**config.mk**
```make
export PLATFORM = sky130hd
export DESIGN_NAME = pms_sequencer
export DESIGN_NICKNAME = d
export VERILOG_FILES = /design/src/design/pms_sequencer.v
export VERILOG_INCLUDE_DIRS = /design/src /design/src/design
export SDC_FILE = /design/constraint.sdc
export NUM_CORES = 1
export LEC_CHECK = 0
export BUFFER_PORTS_ARGS = -buffer_cell sky130_fd_sc_hd__buf_2
export CAP_MARGIN = 20
export CORE_AREA = 4 4 162 164
export CTS_CLUSTER_SIZE = 12
export DETAILED_ROUTE_END_ITERATION = 16
export DIE_AREA = 0 0 166 168
export PLACE_DENSITY_LB_ADDON = 0.2
export SLEW_MARGIN = 20
export SYNTH_ARGS = -nofsm -noshare
export SYNTH_HDL_FRONTEND = slang
export SYNTH_SLANG_ARGS = --single-unit
```
**constraint.sdc**
```tcl
create_clock -name mclk -period 11 [get_ports mclk]
set_input_delay 0.55 -clock mclk [delete_from_list [all_inputs] [get_ports mclk]]
set_output_delay 0.55 -clock mclk [all_outputs]
set_load 0.05 [all_outputs]
```
**src/design/pms_defs.vh**
```
// constants of the proximity measurement sequencer: register map, fields, timing
// assumes a 40 MHz mclk and a 32-bit APB host port
// Notes on behaviour
// - each emitter pulse holds the sink on for about seven microseconds
// - pulses per measurement programmable from 1 to 255
// - only the host-selected photodiode channel, wideband or infrared, is converted
// - the conversion result is up to 16 bits wide
// - result registers update only when a conversion cycle completes
// - host and device exchange all register traffic over the host port
// - interrupt is a level on its own output pin
// - enabled interrupt fires on results above upper or below lower threshold
// - interrupt stays asserted until host firmware clears it
// - interrupt needs a programmable count of consecutive out-of-range results
// - interrupt pin is open drain, active low, pulled low when asserted
// - emitter output is an open-drain sink, on only during pulses
// - programmable wait between measurements, 2.7 ms up to beyond 8 s
// - sleep-after-interrupt mode stops measuring once the interrupt fires; the code sleeps on the threshold flag, masked or not
// - saturation status bit set when the front end saturated
// - host-programmed offset is subtracted to cancel optical crosstalk
// - gain and integration time applied to every conversion
// - integration time selects 1 to 256 steps
`ifndef PMS_DEFS_VH
`define PMS_DEFS_VH
// register byte offsets
`define PMS_ENABLE_OFF 8'h00
`define PMS_ITIME_OFF 8'h04
`define PMS_WTIME_OFF 8'h08
`define PMS_THRESH_OFF 8'h0C
`define PMS_PERSIST_OFF 8'h10
`define PMS_CONFIG_OFF 8'h14
`define PMS_OFFSET_OFF 8'h18
`define PMS_STATUS_OFF 8'h1C
`define PMS_RESULT_OFF 8'h20
`define PMS_IMASK_OFF 8'h24
// enable register fields
`define PMS_EN_POWER 0
`define PMS_EN_MEAS 1
`define PMS_EN_WAIT 2
`define PMS_EN_SLEEP_INT 3
// config and wait-time register fields
`define PMS_CFG_PULSE_LSB 0
`define PMS_CFG_GAIN_LSB 8
`define PMS_CFG_CHAN 12
`define PMS_WTIME_LONG 8
// status bits (sticky, read clears)
`define PMS_ST_VALID 0
`define PMS_ST_THRESH 1
`define PMS_ST_SAT 2
// reset values
`define PMS_ENABLE_RST 5'h00
`define PMS_ITIME_RST 8'hFF
`define PMS_WTIME_RST 9'h0FF
`define PMS_PULSE_RST 8'h01
`define PMS_THR_LO_RST 16'h0000
`define PMS_THR_HI_RST 16'hFFFF
// timing, printed figures then cycles at 40 MHz
`define PMS_CLK_MHZ 40
`define PMS_PULSE_ON_NS 7300
`define PMS_PULSE_PER_NS 16000
`define PMS_STEP_NS 2730000
`define PMS_PULSE_ON_CYC ((`PMS_PULSE_ON_NS * `PMS_CLK_MHZ) / 1000)
`define PMS_PULSE_PER_CYC ((`PMS_PULSE_PER_NS * `PMS_CLK_MHZ) / 1000)
`define PMS_STEP_CYC ((`PMS_STEP_NS * `PMS_CLK_MHZ) / 1000)
`define PMS_WAIT_LONG_MUL 12
`endif

```
**src/design/pms_sequencer.v**
```verilog
// proximity measurement sequencer: emitter pulsing, conversion, thresholds, wait, sleep
// assumes APB host at mclk; analog front end data and saturation arrive asynchronously
// the emitter and interrupt pins are open drain: only their enables ever move
//
// The register addresses and the APB slave port were chosen for this implementation.
`timescale 1ns/100ps
`default_nettype none
`include "pms_defs.vh"
module pms_sequencer #(
	parameter STEP_CYCLES = `PMS_STEP_CYC,
	parameter PULSE_ON_CYCLES = `PMS_PULSE_ON_CYC,
	parameter PULSE_PER_CYCLES = `PMS_PULSE_PER_CYC,
	parameter CNT_W = 20
) (
	input wire mclk,
	input wire resetn,
	input wire psel,
	input wire penable,
	input wire pwrite,
	input wire [7:0] paddr,
	input wire [31:0] pwdata,
	output reg [31:0] prdata,
	output reg pready,
	output reg pslverr,
	input wire [15:0] adc_wideband_channel,
	input wire [15:0] adc_infrared_channel,
	input wire adc_saturated,
	output reg adc_integrate,
	output reg adc_chan_ir,
	output reg [1:0] adc_gain,
	output reg emitter_sink_out,
	output reg emitter_sink_oe,
	output reg int_n_out,
	output reg int_n_oe,
	output reg irq
);
	localparam ST_IDLE = 3'd0;
	localparam ST_PULSE = 3'd1;
	localparam ST_INTEG = 3'd2;
	localparam ST_EVAL = 3'd3;
	localparam ST_WAIT = 3'd4;
	localparam ST_SLEEP = 3'd5;

	// host map, one word per register, unused upper bits read zero except enable bit 4, which reads back as written
	//   00 enable: power, measure, wait between cycles, sleep after interrupt
	//   04 integration time, steps are 256 minus the field
	//   08 wait time, same step rule, bit 8 multiplies the step count by twelve
	//   0C thresholds, lower bound low half, upper bound high half
	//   10 persistence, consecutive misses before the threshold flag
	//   14 config: pulse count, analog gain, channel select
	//   18 crosstalk offset removed from every sample
	//   1C status, read only, any read clears what was set before it
	//   20 last result, updated only at the end of a conversion
	//   24 interrupt mask, same layout as status
	// a value written while a conversion runs takes effect at once, so
	// software should clear the power bit, which aborts a running conversion, before changing the setup
	// host-visible control registers
	reg [4:0] enable_reg;
	reg [7:0] itime_reg;
	reg [8:0] wtime_reg;
	reg [15:0] thr_lo_reg;
	reg [15:0] thr_hi_reg;
	reg [3:0] persist_reg;
	reg [7:0] pulses_reg;
	reg [1:0] gain_reg;
	reg chan_reg;
	reg [15:0] offset_reg;
	reg [2:0] status_reg;
	reg [2:0] imask_reg;
	reg [15:0] result_reg;
	// sequencer state and its counters
	reg [2:0] state_reg;
	reg [CNT_W-1:0] cyc_reg;
	reg [11:0] step_reg;
	reg [7:0] pulse_cnt_reg;
	reg [3:0] pers_cnt_reg;
	reg sat_seen_reg;
	// second flop of each front end synchroniser
	wire [15:0] wide_s2_reg;
	wire [15:0] ir_s2_reg;
	wire sat_s2_reg;

	// decode of the completing access phase
	wire apb_done = psel & penable & pready;
	wire wr_en = apb_done & pwrite;
	wire rd_status = apb_done & ~pwrite & (paddr == `PMS_STATUS_OFF);
	wire addr_ok = (paddr == `PMS_ENABLE_OFF) || (paddr == `PMS_ITIME_OFF) ||
		(paddr == `PMS_WTIME_OFF) || (paddr == `PMS_THRESH_OFF) ||
		(paddr == `PMS_PERSIST_OFF) || (paddr == `PMS_CONFIG_OFF) ||
		(paddr == `PMS_OFFSET_OFF) || (paddr == `PMS_STATUS_OFF) ||
		(paddr == `PMS_RESULT_OFF) || (paddr == `PMS_IMASK_OFF);

	// selected channel after offset removal, clamped at zero
	// an offset larger than the sample reads as zero rather than wrapping
	wire [15:0] raw_sample = chan_reg ? ir_s2_reg : wide_s2_reg;
	wire [15:0] corrected = (raw_sample > offset_reg) ?
		(raw_sample - offset_reg) : 16'h0000;
	wire out_of_range = (corrected > thr_hi_reg) || (corrected < thr_lo_reg);
	wire pers_hit = (pers_cnt_reg + 4'h1) >= persist_reg;
	wire eval_now = (state_reg == ST_EVAL);
	wire thresh_event = eval_now & out_of_range & pers_hit;

	// integration steps 1..256 from itime, wait steps with optional x12 stretch
	// a zero itime field gives the longest integration, 256 steps
	wire [8:0] integ_steps = 9'h100 - {1'b0, itime_reg};
	wire [8:0] wait_base = 9'h100 - {1'b0, wtime_reg[7:0]};
	// 256 x 12 still fits in 12 bits, so the cut below loses nothing
	wire [31:0] wait_long = wait_base * `PMS_WAIT_LONG_MUL;
	wire [11:0] wait_steps = wtime_reg[`PMS_WTIME_LONG] ?
		wait_long[11:0] : {3'h0, wait_base};
	wire step_end = (cyc_reg == STEP_CYCLES[CNT_W-1:0] - 1'b1);

	// analog inputs come from another domain, two flops before any use;
	// a word that changes mid-capture can tear, so the front end holds it steady
	pms_sync #(.W(16)) pms_sync_wide_inst (
		.mclk(mclk),
		.resetn(resetn),
		.d(adc_wideband_channel),
		.q_reg(wide_s2_reg)
	);
	pms_sync #(.W(16)) pms_sync_ir_inst (
		.mclk(mclk),
		.resetn(resetn),
		.d(adc_infrared_channel),
		.q_reg(ir_s2_reg)
	);
	pms_sync #(.W(1)) pms_sync_sat_inst (
		.mclk(mclk),
		.resetn(resetn),
		.d(adc_saturated),
		.q_reg(sat_s2_reg)
	);

	// apb slave: one wait state so read data can come from a flop
	// pready is a one-cycle pulse; the master holds its request until then
	// the read word is latched in the wait cycle of every access, read or write, and holds until the next access
	always @(posedge mclk or negedge resetn) begin
		if (!resetn) begin
			pready <= 1'b0;
			pslverr <= 1'b0;
			prdata <= 32'h00000000;
		end else if (psel & penable & ~pready) begin
			pready <= 1'b1;
			pslverr <= ~addr_ok;
			case (paddr)
			`PMS_ENABLE_OFF: prdata <= {27'h0, enable_reg};
			`PMS_ITIME_OFF: prdata <= {24'h0, itime_reg};
			`PMS_WTIME_OFF: prdata <= {23'h0, wtime_reg};
			`PMS_THRESH_OFF: prdata <= {thr_hi_reg, thr_lo_reg};
			`PMS_PERSIST_OFF: prdata <= {28'h0, persist_reg};
			`PMS_CONFIG_OFF: prdata <= {19'h0, chan_reg, 2'b00, gain_reg, pulses_reg};
			`PMS_OFFSET_OFF: prdata <= {16'h0, offset_reg};
			`PMS_STATUS_OFF: prdata <= {29'h0, status_reg};
			`PMS_RESULT_OFF: prdata <= {16'h0, result_reg};
			`PMS_IMASK_OFF: prdata <= {29'h0, imask_reg};
			default: prdata <= 32'h00000000;
			endcase
		end else begin
			pready <= 1'b0;
			pslverr <= 1'b0;
		end
	end

	// control registers written at the completing access edge
	// status and result are read only: a write to them is accepted and ignored
	// an unmapped write is flagged through pslverr and changes nothing
	always @(posedge mclk or negedge resetn) begin
		if (!resetn) begin
			enable_reg <= `PMS_ENABLE_RST;
			itime_reg <= `PMS_ITIME_RST;
			wtime_reg <= `PMS_WTIME_RST;
			thr_lo_reg <= `PMS_THR_LO_RST;
			thr_hi_reg <= `PMS_THR_HI_RST;
			persist_reg <= 4'h0;
			pulses_reg <= `PMS_PULSE_RST;
			gain_reg <= 2'b00;
			chan_reg <= 1'b0;
			offset_reg <= 16'h0000;
			imask_reg <= 3'b000;
		end else if (wr_en) begin
			case (paddr)
			`PMS_ENABLE_OFF: enable_reg <= pwdata[4:0];
			`PMS_ITIME_OFF: itime_reg <= pwdata[7:0];
			`PMS_WTIME_OFF: wtime_reg <= pwdata[8:0];
			`PMS_THRESH_OFF: begin
				thr_lo_reg <= pwdata[15:0];
				thr_hi_reg <= pwdata[31:16];
			end
			`PMS_PERSIST_OFF: persist_reg <= pwdata[3:0];
			`PMS_CONFIG_OFF: begin
				// zero pulses is not allowed, forced to one
				pulses_reg <= (pwdata[7:0] == 8'h00) ? 8'h01 : pwdata[7:0];
				gain_reg <= pwdata[`PMS_CFG_GAIN_LSB +: 2];
				chan_reg <= pwdata[`PMS_CFG_CHAN];
			end
			`PMS_OFFSET_OFF: offset_reg <= pwdata[15:0];
			`PMS_IMASK_OFF: imask_reg <= pwdata[2:0];
			default: ;
			endcase
		end
	end

	// sticky status: a read clears, but a same-cycle event still sets,
	// so an event that lands on the clearing read is never lost; the flags
	// are valid result, threshold crossing and front end overload
	always @(posedge mclk or negedge resetn) begin
		if (!resetn) begin
			status_reg <= 3'b000;
		end else begin
			status_reg <= (rd_status ? 3'b000 : status_reg) |
				{eval_now & sat_seen_reg, thresh_event, eval_now};
		end
	end

	// measurement sequencer: idle, pulse train, integration, one evaluate cycle,
	// then wait, sleep or straight back to idle; clearing power aborts any state
	// the pulse and step counters share cyc_reg, which restarts at every change
	// of state, so one counter covers the longest span of a single step
	// sleep is left through the status read that clears the threshold flag, or by clearing power
	always @(posedge mclk or negedge resetn) begin
		if (!resetn) begin
			state_reg <= ST_IDLE;
			cyc_reg <= {CNT_W{1'b0}};
			step_reg <= 12'h000;
			pulse_cnt_reg <= 8'h00;
			pers_cnt_reg <= 4'h0;
			sat_seen_reg <= 1'b0;
			result_reg <= 16'h0000;
		end else begin
			case (state_reg)
			// idle: clear cycle and pulse counters, start when powered and measuring
			ST_IDLE: begin
				cyc_reg <= {CNT_W{1'b0}};
				pulse_cnt_reg <= 8'h00;
				sat_seen_reg <= 1'b0;
				if (enable_reg[`PMS_EN_POWER] & enable_reg[`PMS_EN_MEAS])
					state_reg <= ST_PULSE;
			end

			// pulse train, one fixed period per programmed pulse
			ST_PULSE: begin
				// fixed pulse period, sink on for the leading part only
				if (cyc_reg == PULSE_PER_CYCLES[CNT_W-1:0] - 1'b1) begin
					cyc_reg <= {CNT_W{1'b0}};
					if (pulse_cnt_reg == pulses_reg - 8'h01) begin
						step_reg <= 12'h000;
						state_reg <= ST_INTEG;
					end else begin
						pulse_cnt_reg <= pulse_cnt_reg + 8'h01;
					end
				end else begin
					cyc_reg <= cyc_reg + 1'b1;
				end
			end

			// integration: count steps, note any overload on the way
			ST_INTEG: begin
				if (sat_s2_reg)
					sat_seen_reg <= 1'b1;
				if (step_end) begin
					cyc_reg <= {CNT_W{1'b0}};
					if (step_reg == {3'h0, integ_steps} - 12'h001)
						state_reg <= ST_EVAL;
					else
						step_reg <= step_reg + 12'h001;
				end else begin
					cyc_reg <= cyc_reg + 1'b1;
				end
			end

			// evaluate: latch result, update persistence, pick next state
			ST_EVAL: begin
				result_reg <= corrected;
				// persistence counts consecutive misses only
				// and restarts after it has fired, so a long miss run fires every N
				if (!out_of_range)
					pers_cnt_reg <= 4'h0;
				else if (!pers_hit)
					pers_cnt_reg <= pers_cnt_reg + 4'h1;
				else
					pers_cnt_reg <= 4'h0;
				cyc_reg <= {CNT_W{1'b0}};
				step_reg <= 12'h000;
				if (thresh_event & enable_reg[`PMS_EN_SLEEP_INT])
					state_reg <= ST_SLEEP;
				else if (enable_reg[`PMS_EN_WAIT])
					state_reg <= ST_WAIT;
				else
					state_reg <= ST_IDLE;
			end

			// wait: programmed number of steps, then start over
			ST_WAIT: begin
				if (step_end) begin
					cyc_reg <= {CNT_W{1'b0}};
					if (step_reg == wait_steps - 12'h001)
						state_reg <= ST_IDLE;
					else
						step_reg <= step_reg + 12'h001;
				end else begin
					cyc_reg <= cyc_reg + 1'b1;
				end
			end

			// sleep after interrupt: no measuring until the flag is read away
			ST_SLEEP: begin
				// stays asleep until firmware clears the threshold flag
				if (!status_reg[`PMS_ST_THRESH])
					state_reg <= ST_IDLE;
			end
			default: state_reg <= ST_IDLE;
			endcase
			if (!enable_reg[`PMS_EN_POWER])
				state_reg <= ST_IDLE;
		end
	end

	// pin drivers: open-drain pins only ever drive low
	always @(posedge mclk or negedge resetn) begin
		if (!resetn) begin
			emitter_sink_out <= 1'b0;
			emitter_sink_oe <= 1'b0;
			adc_integrate <= 1'b0;
			adc_chan_ir <= 1'b0;
			adc_gain <= 2'b00;
		end else begin
			emitter_sink_out <= 1'b0;
			emitter_sink_oe <= (state_reg == ST_PULSE) &
				(cyc_reg < PULSE_ON_CYCLES[CNT_W-1:0]);
			adc_integrate <= (state_reg == ST_INTEG);
			adc_chan_ir <= chan_reg;
			adc_gain <= gain_reg;
		end
	end

	// interrupt pin and level, registered from the masked status so the
	// pin never shows a decode glitch
	always @(posedge mclk or negedge resetn) begin
		if (!resetn) begin
			int_n_out <= 1'b0;
			int_n_oe <= 1'b0;
			irq <= 1'b0;
		end else begin
			int_n_out <= 1'b0;
			int_n_oe <= |(status_reg & imask_reg);
			irq <= |(status_reg & imask_reg);
		end
	end
endmodule

// two-flop synchroniser for a bus of quasi-static bits
module pms_sync #(
	parameter W = 1
) (
	input wire mclk,
	input wire resetn,
	input wire [W-1:0] d,
	output reg [W-1:0] q_reg
);
	reg [W-1:0] meta_reg;

	// only the second stage is ever read by logic
	always @(posedge mclk or negedge resetn) begin
		if (!resetn) begin
			meta_reg <= {W{1'b0}};
			q_reg <= {W{1'b0}};
		end else begin
			meta_reg <= d;
			q_reg <= meta_reg;
		end
	end
endmodule
`default_nettype wire

```
==> summary.txt <==
STA
  • Final hold violation count: 0
  • Final setup vio count: 0
  • Crit share post-route: a little over half
  • Setup ws final: around 5.0 ns
  • Unrepaired setup endpoints after global routing: no
  • Slew HR: between 20% and 30%
  • Setup TNS: 0 ns
  • Final min period: approximately 6.0 ns
  • Fmax: around 170 MHz
  • Fin. max-slew vios: 0
  • Worst-Margin Slew: about 1.1 ns
  • Skew final: 0.03219 ns

Final layout
  • Fin nets: 1578
  • Filler Cell Count: ~2000
  • Core Util, Final: a little over three fifths
  • Finished Cell Area: 15730 um^2
  • Area grow syn2layout: 12.75%
  • Share of layout cells above drive strength 1: approximately a quarter
  • Layout Cells excl Fill: around 1800
  • Inserted Diodes: 0
  • Max FFs per register: 32

Floorplanning
  • Die Ht: approximately 170 um
  • Die X: between 150 and 200 um
  • Placement Rows: slightly below 60
  • Core box area: around 25000 um^2
  • Initial Util: a little under three fifths
  • Die area: between 20000 and 30000 um^2
  • I/O pin count: approximately 120

Drt
  • Final wirelength: about 34 mm
  • Drt initial violations: between 800 and 900
  • Drt drc: 0
  • Vias after detailed routing: roughly 11000
  • Vias per cell: 5.956
  • DRT Pass-1 Iters: 5
  • Final ANT Viol Nets: 0
  • Avg WL per Cell: roughly 19 um

Yosys
  • Post-Synth Adder-Cell Area: between 6 and 7%
  • Synth area leader: dfrtp_1
  • Synth Area in Simple Gates: about 14%
  • Ranking of synthesized cells by area: dfrtp_1 (41%), mux2_2 (9.4%), dfstp_2 (6.2%)
  • Post-synth EDFFs: 0
  • Yosys top cell area share: between 40% and 50%
  • Avg Synthesized Cell Area: roughly 11 um^2
  • Post-synthesis sequential area ratio: between 40% and 50%
  • Largest family of logic cells by synthesized area: simple AND/OR/NAND/NOR gates
  • Synthesized cell area: ~14000 um^2
  • Synth unique cells: 80
  • Synthesized netlist cell count: 1322
  • Mux contribution to synthesized area: approximately a tenth
  • Synth warnings: 0
  • Synth Area in Compound Gates: around 14%
  • XOR/XNOR Fraction of Synth Area: 5.309%
  • Async set or reset register ratio after synthesis: between 90% and 100%
  • Ys flop type: dfrtp_1
  • Yosys reg bits: about 260

Setup path
  • Peak fanout along the critical path: 19
  • Crit Path Class: flip-flop to flip-flop
  • Arrival time of the worst setup path: 6.43 ns
  • Endpoint class of the critical path: flip-flop
  • Worst Reg-to-Reg Cells: 23
  • Critical Path RT: around 11 ns
  • Critical Path Start Type: flip-flop

Clocking
  • Total CTS buffers: 27
  • CTS H-Tree Depth: 1
  • # hold bufs at CTS: 0
  • TritonCTS clock tree: built
  • Worst-Skew Late Latency: ~0.56 ns
  • CTS sink count: around 260
  • Root Driver: clkbuf_16
  • Post_cts resized: 0
  • Max Buffers Root-to-Sink: 3
  • Post CTS Setup Buffer Count: 0
  • Clock slew at reported path FFs: 0.06 ns

Global routing
  • Initial antenna violation count: 1
  • First-pass GRT wire length: around 55 mm
  • Vias in the first global route: roughly 10000
  • Grt ovf: 0
  • Largest net degree at the start of global routing: about 140
  • Gr usage total: between 20% and 30%

Hold path
  • Tightest Hold Check Type: input pin to flip-flop
  • Hold path depth: 1

Place
  • Dpl hpwl: about 25 mm
  • Dpl ws: a little over 5 ns
  • Placed cell areas: about 15000 um^2
  • Port bufs: approximately 120
  • Placer congestion estimate: about 0.90
  • Placed cell count: approximately 1700

Power and ir drop
  • Pwr Density: 128.0 nW/um^2
  • Peak VDD IR: about 0.13 mV
  • Lkg Pwr: roughly 7.3 nW

Run status
  • Status: finished clean

Run
  • Reported max-cap violation count: 0
-- cells in the final DEF, fill, tap and decap left out, types with 6 or more instances in the layout --
cell	instances
nor2_1	100
nand2_1	102
a31oi_1	12
a222oi_1	8
and2_1	10
clkbuf_16	27
nor4_1	8
nor3_1	32
inv_1	81
o21a_1	8
nor2b_1	9
clkbuf_1	13
xor2_1	34
xnor2_1	48
a21o_1	35
o21ai_0	42
nor3b_1	7
a21oi_1	45
ha_1	68
dfstp_2	33
and3_1	9
buf_2	117
a22oi_1	17
or3_1	11
nand4_1	26
o31ai_1	10
a211oi_1	9
o211ai_1	7
buf_4	11
a221oi_1	11
a22o_1	25
or4_1	6
mux2i_1	6
mux2_2	117
nand3_1	26
dfrtp_1	228
-- routing by layer --
layer	wire length (um)	vias to the layer above	GRT usage [%]
met5	11	-	0
met4	728	2	5.739
met3	2493	56	4.344
met2	14590	370	35.74
met1	16110	5208	36.62
li1	-	4972	-
-- final cells by class --
| class | count | area (um^2) | area share (%) |
|---|---|---|---|
| well taps | 330 | 412.9 | 2.625 |
| clock inverters | 4 | 60.06 | 0.3818 |
| inverters | 81 | 304.0 | 1.933 |
| clock buffers | 45 | 793.3 | 5.043 |
| repair buffers | 131 | 720.7 | 4.581 |
| flip-flops and latches | 261 | 6573 | 41.78 |
| multi-input cells | 929 | 6868 | 43.66 |
-- path summary, 6_finish.rpt --
kind                       slack [ns]                              end                          from
min reg2reg                      0.33        pms_sync_ir_inst.q_reg[0]  pms_sync_ir_inst.meta_reg[0]
max in group asynchronous        9.21                       cyc_reg[1]                        resetn
min                              0.09  pms_sync_wide_inst.meta_reg[14]      adc_wideband_channel[14]
max reg2reg                      5.04                  pers_cnt_reg[2]                      chan_reg
max                              5.04                  pers_cnt_reg[2]                      chan_reg
min in group asynchronous        0.51  pms_sync_wide_inst.meta_reg[13]                        resetn
-- stage by stage --
| step | hold WS [ns] | total power (W) |
|---|---|---|
| 4_1_cts | 0.07284 | 0.002030 |
| 5_1_grt | 0.07353 | 0.002093 |
| 3_3_place_gp | 0.3326 | 0.001142 |
| 3_5_place_dp | 0.3347 | 0.001145 |
| 2_1_floorplan | 0.2544 | 0.001080 |
| 6_report | 0.09441 | 0.002014 |
-- power by group --
group	internal [W]	switching [W]	leakage (nW)
clock network	0.000514	0.000369	0.416
registers	0.000975	0.00000521	3.36
logic	0.0000573	0.0000930	3.48
total	0.00155	0.000468	7.25
-- cell usage after synthesis, types with 5 or more instances --
cell type	count
o211ai_1	7
xnor2_1	48
a21o_1	35
dfstp_2	33
nor3b_1	7
nand3b_1	5
nand2b_1	5
a222oi_1	8
nand2_1	102
dfrtp_1	228
buf_1	8
mux2i_1	6
o21ai_0	42
a22o_1	25
xor2_1	34
nor4_1	9
nor2_1	101
or4_1	6
nor2b_1	9
nand4_1	26
clkbuf_1	34
ha_1	68
or3_1	11
a21oi_1	45
nor3_1	32
and3_1	9
inv_1	81
o21a_1	8
a22oi_1	17
and2_1	10
buf_2	5
a211oi_1	9
or2_2	5
a221oi_1	11
mux2_2	117
nand3_1	26
o31ai_1	10
a31oi_1	12
-- critical path, cell delays in order (launching register included) --
cell      delay, ns
dfrtp_1        0.82
mux2_2         0.42
ha_1           0.32
and2_1         0.16
a221o_1        0.18
a21oi_1        0.10
o21ai_0        0.42
a21boi_0       0.27
o21ai_0        0.31
o41ai_2        0.12
buf_4          0.21
nor3b_1        0.39
ha_1           0.33
a21o_1         0.18
a21o_1         0.17
a21oi_1        0.16
nor2_1         0.06
a211oi_1       0.27
nand4_1        0.13
o211ai_1       0.25
nand2_1        0.21
nor2_1         0.17
nand2_1        0.07
o21ai_0        0.14
-- logic make-up after synthesis --
kind of cell	after synthesis
buffers and inverters	133
AO/OA/AOI/OAI	266
flip-flops	261
multiplexers	125
other	1
AND/OR/NAND/NOR	384
adder cells (fa/ha/maj)	69
XOR/XNOR	83
Power figures use the tool's default switching activity.
